--- config.mk ---
export PLATFORM = sky130hd
export DESIGN_NAME = nfs_host
export DESIGN_NICKNAME = d
export VERILOG_FILES = /design/src/nfs_pkg.sv /design/src/nfs_cyc_if.sv /design/src/nfs_cyc.sv /design/src/nfs_host.sv
export VERILOG_INCLUDE_DIRS = /design/src
export SDC_FILE = /design/constraint.sdc
export NUM_CORES = 1
export LEC_CHECK = 0
export ABC_CLOCK_PERIOD_IN_PS = 2029
export BUFFER_PORTS_ARGS = -buffer_cell sky130_fd_sc_hd__buf_2
export CAP_MARGIN = 25
export CORE_MARGIN = 3
export CORE_UTILIZATION = 51
export DETAILED_ROUTE_END_ITERATION = 12
export PLACE_DENSITY_LB_ADDON = 0.15
export SKIP_LAST_GASP = 1
export SYNTH_ARGS = -nofsm -noshare
export SYNTH_HDL_FRONTEND = slang
export SYNTH_SLANG_ARGS = --single-unit
--- constraint.sdc ---
create_clock -name clk_i -period 2.03 [get_ports clk_i]
set_input_delay 0.1015 -clock clk_i [delete_from_list [all_inputs] [get_ports clk_i]]
set_output_delay 0.1015 -clock clk_i [all_outputs]
set_load 0.03 [all_outputs]
--- src/nfs_cfg.svh ---
/*
 * nfs_cfg.svh: offsets, field positions, reset values, command codes and
 * timing counts of the parallel nor flash host controller.
 * assumes a 50 MHz clock and a 21-bit word address on the flash.
 */
`ifndef NFS_CFG_SVH
`define NFS_CFG_SVH

// register byte offsets on the wishbone slave
`define NFS_OFS_CTRL 8'h00
`define NFS_OFS_ADDR 8'h04
`define NFS_OFS_WDATA 8'h08
`define NFS_OFS_STATUS 8'h0c
`define NFS_OFS_RDATA 8'h10

// control register fields
`define NFS_CTRL_CMD_LSB 0
`define NFS_CTRL_WPN_BIT 8
`define NFS_WPN_RESET 1'b1

// status register fields
`define NFS_ST_BUSY 0
`define NFS_ST_DONE 1
`define NFS_ST_ABORT 2
`define NFS_ST_REFUSED 3
`define NFS_ST_TOG6 4
`define NFS_ST_TOG2 5
`define NFS_ST_READY 6
`define NFS_ST_WPN 7

// flash command words
`define NFS_UNLOCK_A1 21'h000555
`define NFS_UNLOCK_D1 16'h00aa
`define NFS_UNLOCK_A2 21'h0002aa
`define NFS_UNLOCK_D2 16'h0055
`define NFS_CMD_PROG 16'h00a0
`define NFS_CMD_ERASE 16'h0080
`define NFS_CMD_SECTOR 16'h0050
`define NFS_CMD_BLOCK 16'h0030
`define NFS_CMD_CHIP 16'h0010
`define NFS_CMD_SUSPEND 16'h00b0
`define NFS_CMD_RESUME 16'h0030
`define NFS_CMD_CFI 16'h0098
`define NFS_CFI_SHORT_A 21'h000055
`define NFS_CMD_ID 16'h0090
`define NFS_CMD_EXIT 16'h00f0
`define NFS_ID_MAKER_A 21'h000000
`define NFS_ID_DEVICE_A 21'h000001

// toggle and suspend toggle positions in a status word
`define NFS_DQ_TOG 6
`define NFS_DQ_SUSP 2

// timing in ns and the derived cycle counts
`define NFS_CLK_MHZ 50
`define NFS_CYC_UP(ns) ((((ns) * `NFS_CLK_MHZ) + 999) / 1000)
`define NFS_GLITCH_NS 5
`define NFS_WE_LOW_NS 40
`define NFS_SETUP_NS 20
`define NFS_HOLD_NS 30
`define NFS_ACCESS_NS 90
`define NFS_SYNC_CYC 2
`define NFS_RST_PULSE_NS 500
`define NFS_RST_RECOV_NS 1000
`define NFS_WE_CYC `NFS_CYC_UP(`NFS_WE_LOW_NS)
`define NFS_GLITCH_CYC `NFS_CYC_UP(`NFS_GLITCH_NS)
`define NFS_SETUP_CYC `NFS_CYC_UP(`NFS_SETUP_NS)
`define NFS_HOLD_CYC `NFS_CYC_UP(`NFS_HOLD_NS)
`define NFS_ACC_CYC (`NFS_CYC_UP(`NFS_ACCESS_NS) + `NFS_SYNC_CYC)
`define NFS_RST_CYC `NFS_CYC_UP(`NFS_RST_PULSE_NS)
`define NFS_REC_CYC `NFS_CYC_UP(`NFS_RST_RECOV_NS)

`endif

--- src/nfs_pkg.sv ---
/*
 * nfs_pkg: types of the nor flash host controller.
 * assumes nothing beyond a systemverilog compiler.
 */
package nfs_pkg;

  typedef enum logic [3:0] {
    NFS_NOP = 4'h0,
    NFS_READ = 4'h1,
    NFS_PROGRAM = 4'h2,
    NFS_SECTOR_ERASE = 4'h3,
    NFS_BLOCK_ERASE = 4'h4,
    NFS_CHIP_ERASE = 4'h5,
    NFS_SUSPEND = 4'h6,
    NFS_RESUME = 4'h7,
    NFS_CFI_ENTRY = 4'h8,
    NFS_CFI_SHORT = 4'h9,
    NFS_ID_ENTRY = 4'ha,
    NFS_ID_EXIT = 4'hb,
    NFS_HW_RESET = 4'hc,
    NFS_STATUS = 4'hd
  } nfs_cmd_e;

  typedef enum logic [2:0] {
    NFS_S_IDLE = 3'h0,
    NFS_S_STEP = 3'h1,
    NFS_S_WAIT = 3'h2,
    NFS_S_POLL = 3'h3,
    NFS_S_PWAIT = 3'h4,
    NFS_S_RST = 3'h5,
    NFS_S_REC = 3'h6
  } nfs_state_e;

  typedef enum logic [1:0] {
    NFS_E_IDLE = 2'h0,
    NFS_E_SET = 2'h1,
    NFS_E_STB = 2'h2,
    NFS_E_REC = 2'h3
  } nfs_estate_e;

  typedef struct packed {
    logic [20:0] a;
    logic [15:0] d;
  } nfs_step_s;

endpackage

--- src/nfs_cyc_if.sv ---
/*
 * nfs_cyc_if: one flash bus cycle request and its answer.
 * assumes the sequencer and the cycle engine share one clock.
 */
`timescale 1ns/1ns
interface nfs_cyc_if;
  logic req;
  logic wr;
  logic [20:0] addr;
  logic [15:0] wdata;
  logic done;
  logic [15:0] rdata;
  modport seq (output req, output wr, output addr, output wdata, input done, input rdata);
  modport eng (input req, input wr, input addr, input wdata, output done, output rdata);
endinterface

--- src/nfs_cyc.sv ---
/*
 * nfs_cyc: runs one asynchronous read or write cycle on the flash pins.
 * assumes req is a one-cycle pulse and no new req comes before done.
 */
`timescale 1ns/1ns
`include "nfs_cfg.svh"
module nfs_cyc
  import nfs_pkg::*;
(
  // clock and reset
  input wire logic clk_i,
  input wire logic rst_i,
  // request
  nfs_cyc_if.eng cyc,
  // flash pins
  output logic [20:0] addr_o,
  output logic [15:0] dq_o,
  output logic dq_oe_n_o,
  input wire logic [15:0] dq_i,
  output logic ce_n_o,
  output logic oe_n_o,
  output logic we_n_o
);
  localparam logic [7:0] WE_CYC = 8'((`NFS_WE_CYC > `NFS_GLITCH_CYC) ?
                                     `NFS_WE_CYC : `NFS_GLITCH_CYC + 1);
  nfs_estate_e st_q, st_d;
  logic [7:0] cnt_q, cnt_d;
  logic wr_q, wr_d;
  logic [20:0] addr_d;
  logic [15:0] dq_d, rdata_q, rdata_d;
  logic dq_oe_n_d, ce_n_d, oe_n_d, we_n_d, done_q, done_d;
  logic [15:0] dq_s1_q, dq_s2_q;

  assign cyc.done = done_q;
  assign cyc.rdata = rdata_q;

  always_comb
  begin
    st_d = st_q;
    cnt_d = cnt_q;
    wr_d = wr_q;
    addr_d = addr_o;
    dq_d = dq_o;
    dq_oe_n_d = dq_oe_n_o;
    ce_n_d = ce_n_o;
    oe_n_d = oe_n_o;
    we_n_d = we_n_o;
    rdata_d = rdata_q;
    done_d = 1'b0;
    case (st_q)
      NFS_E_IDLE:
      begin
        if (cyc.req)
        begin
          // address stays put for the whole cycle, status reads included
          addr_d = cyc.addr;
          dq_d = cyc.wdata;
          wr_d = cyc.wr;
          dq_oe_n_d = ~cyc.wr;
          ce_n_d = 1'b0;
          cnt_d = 8'(`NFS_SETUP_CYC);
          st_d = NFS_E_SET;
        end
      end
      NFS_E_SET:
      begin
        cnt_d = cnt_q - 8'h01;
        if (cnt_q == 8'h01)
        begin
          // write strobe only with the output gate high
          we_n_d = ~wr_q;
          oe_n_d = wr_q;
          // strobe kept well above the glitch filter width
          cnt_d = wr_q ? WE_CYC : 8'(`NFS_ACC_CYC);
          st_d = NFS_E_STB;
        end
      end
      NFS_E_STB:
      begin
        cnt_d = cnt_q - 8'h01;
        if (cnt_q == 8'h01)
        begin
          we_n_d = 1'b1;
          oe_n_d = 1'b1;
          if (!wr_q)
          begin
            rdata_d = dq_s2_q;
          end
          cnt_d = 8'(`NFS_HOLD_CYC);
          st_d = NFS_E_REC;
        end
      end
      NFS_E_REC:
      begin
        cnt_d = cnt_q - 8'h01;
        if (cnt_q == 8'h01)
        begin
          // deselect ends each read, so the toggle bit advances per read
          ce_n_d = 1'b1;
          dq_oe_n_d = 1'b1;
          done_d = 1'b1;
          st_d = NFS_E_IDLE;
        end
      end
      default:
      begin
        st_d = NFS_E_IDLE;
      end
    endcase
  end

  always_ff @(posedge clk_i)
  begin
    dq_s1_q <= dq_i;
    dq_s2_q <= dq_s1_q;
    if (rst_i)
    begin
      st_q <= NFS_E_IDLE;
      cnt_q <= 8'h00;
      wr_q <= 1'b0;
      addr_o <= 21'h000000;
      dq_o <= 16'h0000;
      dq_oe_n_o <= 1'b1;
      ce_n_o <= 1'b1;
      oe_n_o <= 1'b1;
      we_n_o <= 1'b1;
      rdata_q <= 16'h0000;
      done_q <= 1'b0;
    end
    else
    begin
      st_q <= st_d;
      cnt_q <= cnt_d;
      wr_q <= wr_d;
      addr_o <= addr_d;
      dq_o <= dq_d;
      dq_oe_n_o <= dq_oe_n_d;
      ce_n_o <= ce_n_d;
      oe_n_o <= oe_n_d;
      we_n_o <= we_n_d;
      rdata_q <= rdata_d;
      done_q <= done_d;
    end
  end
endmodule

--- src/nfs_host.sv ---
/*
 * nfs_host: wishbone-driven host for an x16 asynchronous nor flash:
 * unlock sequences, program, erase, suspend, query and id modes,
 * toggle polling, boot lock and hardware reset of the flash.
 * assumes a classic wishbone master and a flash wired to the pins;
 * flash inputs are asynchronous and resynchronised here.
 */
// The placing of the registers and the Wishbone interface to the registers were chosen for this implementation.
`timescale 1ns/1ns
`include "nfs_cfg.svh"
module nfs_host
  import nfs_pkg::*;
(
  // clock and reset
  input wire logic clk_i,
  input wire logic rst_i,
  // wishbone slave
  input wire logic wb_cyc_i,
  input wire logic wb_stb_i,
  input wire logic wb_we_i,
  input wire logic [7:0] wb_adr_i,
  input wire logic [3:0] wb_sel_i,
  input wire logic [31:0] wb_dat_i,
  output logic [31:0] wb_dat_o,
  output logic wb_ack_o,
  // flash pins
  output logic [20:0] flash_addr_o,
  output logic [15:0] flash_dq_o,
  output logic flash_dq_oe_n_o,
  input wire logic [15:0] flash_dq_i,
  output logic flash_ce_n_o,
  output logic flash_oe_n_o,
  output logic flash_we_n_o,
  output logic flash_wp_n_o,
  output logic flash_rst_n_o,
  input wire logic op_busy_out_n_i
);
  nfs_cyc_if cyc ();
  nfs_state_e st_q, st_d;
  nfs_cmd_e cmd_q, cmd_d;
  logic [2:0] step_q, step_d;
  logic [15:0] cnt_q, cnt_d;
  logic [20:0] addr_q, addr_d;
  logic [15:0] wdata_q, wdata_d, rdata_q, rdata_d;
  logic busy_q, busy_d, done_q, done_d, abort_q, abort_d, ref_q, ref_d;
  logic tog6_q, tog6_d, tog2_q, tog2_d, prev_v_q, prev_v_d;
  logic [15:0] prev_q, prev_d;
  logic wp_n_q, wp_n_d, rst_n_q, rst_n_d, req_q, req_d, wr_q, wr_d;
  logic ack_d;
  logic [31:0] dat_d;
  logic rdy_s1_q, rdy_s2_q;
  logic acc, wr_ctrl;
  nfs_step_s cur;

  // cycles in each command's write sequence
  function automatic logic [2:0] seq_len(input nfs_cmd_e c);
    case (c)
      NFS_PROGRAM: seq_len = 3'h4;
      NFS_SECTOR_ERASE, NFS_BLOCK_ERASE, NFS_CHIP_ERASE: seq_len = 3'h6;
      NFS_CFI_ENTRY, NFS_ID_ENTRY: seq_len = 3'h3;
      NFS_SUSPEND, NFS_RESUME, NFS_CFI_SHORT, NFS_ID_EXIT: seq_len = 3'h1;
      default: seq_len = 3'h0;
    endcase
  endfunction

  // address and data of write k; upper data byte low except in the program data word
  function automatic nfs_step_s seq_step(input nfs_cmd_e c, input logic [2:0] k,
                                         input logic [20:0] a, input logic [15:0] d);
    nfs_step_s s;
    s.a = `NFS_UNLOCK_A1;
    s.d = `NFS_UNLOCK_D1;
    if (k == 3'h1 || k == 3'h4)
    begin
      s.a = `NFS_UNLOCK_A2;
      s.d = `NFS_UNLOCK_D2;
    end
    else if (k == 3'h2)
    begin
      s.d = (c == NFS_PROGRAM) ? `NFS_CMD_PROG :
            (c == NFS_CFI_ENTRY) ? `NFS_CMD_CFI :
            (c == NFS_ID_ENTRY) ? `NFS_CMD_ID : `NFS_CMD_ERASE;
    end
    else if (k == 3'h3 && c == NFS_PROGRAM)
    begin
      s.a = a;
      s.d = d;
    end
    else if (k == 3'h5)
    begin
      s.a = (c == NFS_CHIP_ERASE) ? `NFS_UNLOCK_A1 : a;
      s.d = (c == NFS_SECTOR_ERASE) ? `NFS_CMD_SECTOR :
            (c == NFS_BLOCK_ERASE) ? `NFS_CMD_BLOCK : `NFS_CMD_CHIP;
    end
    if (k == 3'h0)
    begin
      case (c)
        NFS_SUSPEND: s.d = `NFS_CMD_SUSPEND;
        NFS_RESUME: s.d = `NFS_CMD_RESUME;
        NFS_ID_EXIT: s.d = `NFS_CMD_EXIT;
        NFS_CFI_SHORT:
        begin
          s.a = `NFS_CFI_SHORT_A;
          s.d = `NFS_CMD_CFI;
        end
        default: s.d = s.d;
      endcase
      if (c == NFS_SUSPEND || c == NFS_RESUME || c == NFS_ID_EXIT)
      begin
        s.a = a;
      end
    end
    return s;
  endfunction

  assign acc = wb_cyc_i && wb_stb_i && !wb_ack_o;
  assign wr_ctrl = acc && wb_we_i && wb_sel_i[0] && wb_adr_i == `NFS_OFS_CTRL;
  assign cur = seq_step(cmd_q, step_q, addr_q, wdata_q);
  assign cyc.req = req_q;
  assign cyc.wr = wr_q;
  assign cyc.addr = (st_q == NFS_S_STEP || st_q == NFS_S_WAIT) ? cur.a : addr_q;
  assign cyc.wdata = cur.d;

  always_comb
  begin
    st_d = st_q;
    cmd_d = cmd_q;
    step_d = step_q;
    cnt_d = cnt_q;
    addr_d = addr_q;
    wdata_d = wdata_q;
    rdata_d = rdata_q;
    busy_d = busy_q;
    done_d = done_q;
    abort_d = abort_q;
    ref_d = ref_q;
    tog6_d = tog6_q;
    tog2_d = tog2_q;
    prev_v_d = prev_v_q;
    prev_d = prev_q;
    wp_n_d = wp_n_q;
    rst_n_d = rst_n_q;
    req_d = 1'b0;
    wr_d = wr_q;
    ack_d = acc;
    dat_d = 32'h00000000;
    if (acc && !wb_we_i)
    begin
      case (wb_adr_i)
        `NFS_OFS_CTRL: dat_d = {23'h000000, wp_n_q, 4'h0, cmd_q};
        `NFS_OFS_ADDR: dat_d = {11'h000, addr_q};
        `NFS_OFS_WDATA: dat_d = {16'h0000, wdata_q};
        // ready level and suspend toggle let software tell suspend apart
        `NFS_OFS_STATUS: dat_d = {24'h000000, wp_n_q, rdy_s2_q, tog2_q, tog6_q,
                                  ref_q, abort_q, done_q, busy_q};
        `NFS_OFS_RDATA: dat_d = {16'h0000, rdata_q};
        default: dat_d = 32'h00000000;
      endcase
    end
    if (acc && wb_we_i && !busy_q)
    begin
      if (wb_adr_i == `NFS_OFS_ADDR)
      begin
        addr_d = wb_dat_i[20:0];
      end
      if (wb_adr_i == `NFS_OFS_WDATA)
      begin
        wdata_d = wb_dat_i[15:0];
      end
    end
    case (st_q)
      NFS_S_IDLE:
      begin
        if (wr_ctrl)
        begin
          // boot lock level is software's; open after reset
          wp_n_d = wb_dat_i[`NFS_CTRL_WPN_BIT];
          cmd_d = nfs_cmd_e'(wb_dat_i[`NFS_CTRL_CMD_LSB +: 4]);
          step_d = 3'h0;
          prev_v_d = 1'b0;
          if (cmd_d != NFS_NOP)
          begin
            done_d = 1'b0;
            ref_d = 1'b0;
            busy_d = 1'b1;
            if (cmd_d == NFS_HW_RESET)
            begin
              // work cut short by reset must be issued again by software
              abort_d = !rdy_s2_q;
              rst_n_d = 1'b0;
              cnt_d = 16'(`NFS_RST_CYC);
              st_d = NFS_S_RST;
            end
            else if (cmd_d == NFS_ID_EXIT && !rdy_s2_q)
            begin
              // the flash would ignore it anyway; say so instead
              ref_d = 1'b1;
              done_d = 1'b1;
              busy_d = 1'b0;
            end
            else if (seq_len(cmd_d) == 3'h0)
            begin
              st_d = NFS_S_POLL;
            end
            else
            begin
              st_d = NFS_S_STEP;
            end
          end
        end
      end
      NFS_S_STEP:
      begin
        // full unlock sequence before every program or erase
        req_d = 1'b1;
        wr_d = 1'b1;
        st_d = NFS_S_WAIT;
      end
      NFS_S_WAIT:
      begin
        if (cyc.done)
        begin
          step_d = step_q + 3'h1;
          st_d = NFS_S_STEP;
          if (step_q == seq_len(cmd_q) - 3'h1)
          begin
            // polling starts only after the last strobe of the sequence
            st_d = (cmd_q == NFS_PROGRAM || cmd_q == NFS_SUSPEND ||
                    seq_len(cmd_q) == 3'h6) ? NFS_S_POLL : NFS_S_IDLE;
            busy_d = (st_d == NFS_S_POLL);
            done_d = !busy_d;
          end
        end
      end
      NFS_S_POLL:
      begin
        req_d = 1'b1;
        wr_d = 1'b0;
        st_d = NFS_S_PWAIT;
      end
      NFS_S_PWAIT:
      begin
        if (cyc.done)
        begin
          rdata_d = cyc.rdata;
          prev_d = cyc.rdata;
          prev_v_d = 1'b1;
          st_d = NFS_S_POLL;
          if (prev_v_q)
          begin
            // differing toggles mean busy; held 1 means suspended sector
            tog6_d = cyc.rdata[`NFS_DQ_TOG] ^ prev_q[`NFS_DQ_TOG];
            tog2_d = cyc.rdata[`NFS_DQ_SUSP] ^ prev_q[`NFS_DQ_SUSP];
          end
          // two equal toggle reads end the wait; the second of them is kept as the read data
          if (cmd_q == NFS_READ || (prev_v_q && (cmd_q == NFS_STATUS ||
              cyc.rdata[`NFS_DQ_TOG] == prev_q[`NFS_DQ_TOG])))
          begin
            st_d = NFS_S_IDLE;
            busy_d = 1'b0;
            done_d = 1'b1;
          end
        end
      end
      NFS_S_RST:
      begin
        cnt_d = cnt_q - 16'h0001;
        if (cnt_q == 16'h0001)
        begin
          // held the minimum pulse, then recovery before any read
          rst_n_d = 1'b1;
          cnt_d = 16'(`NFS_REC_CYC);
          st_d = NFS_S_REC;
        end
      end
      NFS_S_REC:
      begin
        cnt_d = cnt_q - 16'h0001;
        if (cnt_q == 16'h0001)
        begin
          st_d = NFS_S_IDLE;
          busy_d = 1'b0;
          done_d = 1'b1;
        end
      end
      default:
      begin
        st_d = NFS_S_IDLE;
      end
    endcase
  end

  always_ff @(posedge clk_i)
  begin
    // ready/busy is open drain from the flash: resynchronise first
    rdy_s1_q <= op_busy_out_n_i;
    rdy_s2_q <= rdy_s1_q;
    if (rst_i)
    begin
      st_q <= NFS_S_IDLE;
      cmd_q <= NFS_NOP;
      step_q <= 3'h0;
      cnt_q <= 16'h0000;
      addr_q <= 21'h000000;
      wdata_q <= 16'h0000;
      rdata_q <= 16'h0000;
      busy_q <= 1'b0;
      done_q <= 1'b0;
      abort_q <= 1'b0;
      ref_q <= 1'b0;
      tog6_q <= 1'b0;
      tog2_q <= 1'b0;
      prev_v_q <= 1'b0;
      prev_q <= 16'h0000;
      wp_n_q <= `NFS_WPN_RESET;
      rst_n_q <= 1'b1;
      req_q <= 1'b0;
      wr_q <= 1'b0;
      wb_ack_o <= 1'b0;
      wb_dat_o <= 32'h00000000;
    end
    else
    begin
      st_q <= st_d;
      cmd_q <= cmd_d;
      step_q <= step_d;
      cnt_q <= cnt_d;
      addr_q <= addr_d;
      wdata_q <= wdata_d;
      rdata_q <= rdata_d;
      busy_q <= busy_d;
      done_q <= done_d;
      abort_q <= abort_d;
      ref_q <= ref_d;
      tog6_q <= tog6_d;
      tog2_q <= tog2_d;
      prev_v_q <= prev_v_d;
      prev_q <= prev_d;
      wp_n_q <= wp_n_d;
      rst_n_q <= rst_n_d;
      req_q <= req_d;
      wr_q <= wr_d;
      wb_ack_o <= ack_d;
      wb_dat_o <= dat_d;
    end
  end

  assign flash_wp_n_o = wp_n_q;
  assign flash_rst_n_o = rst_n_q;

  nfs_cyc u_cyc (
    .clk_i(clk_i),
    .rst_i(rst_i),
    .cyc(cyc.eng),
    .addr_o(flash_addr_o),
    .dq_o(flash_dq_o),
    .dq_oe_n_o(flash_dq_oe_n_o),
    .dq_i(flash_dq_i),
    .ce_n_o(flash_ce_n_o),
    .oe_n_o(flash_oe_n_o),
    .we_n_o(flash_we_n_o)
  );
endmodule

==> flow_metrics.tcl <==
set metrics [dict create \
    clock.fmax_mhz 485 \
    finalWorstSetupSlack_ns -0.0337 \
    final_nets 1337 \
    die_area_um2 18800 \
    drt_wl_total_um 23500 \
    fin_crit_ns 2.06 \
    io_pins 142 \
    status "complete, but fails checks" \
    wl_per_cell_um 15.8 \
    syn_area_per_cell_um2 8.55 \
    synth_top_cell_area_share_pct 49.8 \
    drtPass1Iterations 7 \
    die_width_um 137 \
    vias_per_cell 5.45 \
    cp_max_fo 3 \
    pre_cts_slack_ns -0.0767 \
    drt_iter0_markers 630 \
    insertion_delay_ns 0.50 \
    top_regs "addr_q x21, u_cyc.addr_o x21, wb_dat_o x21" \
    power_leakage_uw 0.00461 \
    worstSetupEndpointType "register" \
    diodes 0 \
    place_hpwl_um 16700 \
    area_growth_syn_to_layout_pct 32.4 \
    ir_worst_vdd_mv 0.745 \
    fin_setup_tns_ns -0.0531 \
    slew_violations 0 \
    fp-row-count 47 \
    synthTopCellsByArea "dfxtp_1 (50%), nand2_1 (9.3%), a21oi_1 (7.3%)" \
    setup_viol 3 \
    fp.dieH_um 137 \
    antenna_found_initial 0 \
    cts-root-buf "clkbuf_16" \
    worstSetupPathType "reg2reg" \
    relSlewSlack_pct 60.1 \
    hp-class "in2reg" \
    ant_nets 0 \
    min_path_cells 4 \
    ys_warn_count 0 \
    async_flop_share_pct 0 \
    final_cells 1490 \
    numCtsBuffers 24 \
    numClockSinks 218 \
    period_share_pct 102 \
    core_um2 16700 \
    place_congestion 0.943 \
    synthCells 1024 \
    path_clk_slew_ns 0.06 \
    grt_pass1_vias 7309 \
    yosysTopAreaCell "dfxtp_1" \
    clock_path_buffers 3 \
    cp.arrival_ns 2.50 \
    cts_tree "done" \
    htreeDepth 1 \
    drc_errors 0 \
    rsz0062_at_grt "true" \
    drive_above_1_share_pct 24.0 \
    worst_pin_slew_ns 0.596 \
    grtUsageTotal_pct 24.4 \
    overflow 0 \
    grt_max_degree 55 \
    skew_ns 0.0104 \
    io_buffer_count 116 \
    p_per_area_nw_per_um2 877 \
    synth_cell_types 76 \
    vias 8119 \
    violations "negative setup slack" \
    synth_edf_count 0 \
    start_kind "register" \
    holdWs_ns 0.0226 \
    grt_pass1_wl_um 37000 \
    drv_cap 0 \
    crit_required_ns 2.47 \
    nFillCells 1347 \
    initial_utilization_pct 52.4 \
    dp_cells 1405 \
    ys_seq_elements 218 \
    synthFlopType "dfxtp_1" \
    finish.utilization_pct 69.4 \
    synthesis.area_um2 8760 \
    seq_area_um2 4370 \
    r2r_cells 6 \
    seq_area_frac_synth_pct 49.8 \
    hold_violations 0 \
    multiInputGateArea_um2 4180 \
]
report_power, final:
part | leakage (uW) | total, uW | internal [uW] | switching, uW
sequential | 0.00177 | 4470 | 4390 | 76.0
combinational | 0.00243 | 1130 | 544 | 589
clock | 0.000414 | 4560 | 2810 | 1760
total | 0.00461 | 10200 | 7740 | 2420
per-layer routing:
metal / global-route usage [%] / wire (um) / vias to the layer above
met5: 0 / 0 / -
met4: 6.54 / 570 / 0
met3: 3.09 / 1540 / 37
met2: 38.3 / 10700 / 255
met1: 35.4 / 10700 / 3785
li1: - / - / 4042
cells in the mapped netlist (3+ instances only):
cell,n
nand2b_1,5
mux2i_1,3
o31ai_1,6
dfxtp_1,218
a21o_1,4
clkbuf_1,48
nor4_1,10
a311oi_1,5
nand3b_1,3
a22o_1,11
nor3_1,15
nor4b_1,4
nand3_1,20
a31oi_1,17
buf_1,3
xnor2_1,9
nor2_1,77
nor3b_1,4
a222oi_1,16
inv_1,21
or3_1,3
a22oi_1,9
o21bai_1,3
and2_1,7
nand2_1,216
o22ai_1,3
nand4_1,7
buf_2,4
a211oi_1,8
xor2_1,13
ha_1,18
o21ai_0,28
nor2b_1,9
and3_1,10
o211a_1,3
buf_4,11
a21oi_1,127
area by class of cell:
class / count / area share, %
clock inverter: 16 / 1.76
tap: 220 / 2.37
multi-input combinational: 728 / 36.1
sequential: 218 / 37.7
clock buffer: 27 / 5.55
inverter: 21 / 0.680
timing repair buffer: 260 / 15.8
path summary, 6_finish.rpt:
kind                                     from                     endpoint  slack [ns]
setup / recovery  u_cyc.cnt_q[5]$_SDFFE_PP0N_  u_cyc.cnt_q[1]$_SDFFE_PP0N_       -0.03
hold reg to reg     u_cyc.dq_s1_q[14]$_DFF_P_    u_cyc.dq_s2_q[14]$_DFF_P_        0.33
setup reg to reg  u_cyc.cnt_q[5]$_SDFFE_PP0N_  u_cyc.cnt_q[1]$_SDFFE_PP0N_       -0.03
hold / removal                    wb_dat_i[2]       addr_q[2]$_SDFFE_PP0P_        0.02
cells by family (layout without fill, tap and decap cells):
| group | Yosys count | in the layout | synth area share, % |
|---|---|---|---|
| AND/OR/NAND/NOR | 410 | 410 | 21.5 |
| AO/OA/AOI/OAI | 263 | 263 | 19.0 |
| flip-flops | 218 | 218 | 49.8 |
| buffers and inverters | 88 | 324 | 4.39 |
| XOR/XNOR | 22 | 22 | 2.20 |
| adder cells (fa/ha/maj) | 18 | 18 | 2.57 |
| multiplexers | 4 | 4 | 0.472 |
| other | 1 | 11 | 0.0428 |
worst max-delay path, cell delays in order, from the launching register on:
cell and delay (ns):
dfxtp_1 0.31, or4_4 0.53, or4b_4 0.53, buf_4 0.17
a2111oi_4 0.29, a211oi_2 0.06, nor2_1 0.12
metrics by stage:
stage / cell area (um2) / power (uW)
after floorplan: 8840 / 5140
after global placement: 10200 / 5440
after detailed placement: 10200 / 5470
after CTS: 11500 / 10100
after global routing: 11600 / 10500
final: 11600 / 10200
timing repair:
action                                 CTS  global route
setup buffers                            1             3
pin swaps                                0             4
resized for setup                        1            25
endpoints found under the hold margin   53             0
hold buffers                            38             0
setup endpoints to repair               20            57
cells in the final DEF (no fill, tap or decap), drive strengths merged, types with 3 or more instances in the layout:
cell type and n:
and2 8, o22ai 3, a211oi 9, dfxtp 218
o31ai 6, buf 222, dlygate4sd3 38, a22o 11
nor2 77, conb 11, a311oi 5, nand3b 3
bufinv 4, or4 4, o211a 3, clkbuf 27
nand2b 5, inv 23, and3 10, o21ai 28
a21o 4, mux2i 3, xor2 13, nand4 7
nand2 216, a31oi 17, o21bai 3, clkinv 8
a21oi 128, ha 18, nor3b 5, or3 4
nor4 10, xnor2 9, nor4b 6, a22oi 9
nor3 15, nor2b 9, a222oi 16, nand3 20
Power figures use the tool's default switching activity.
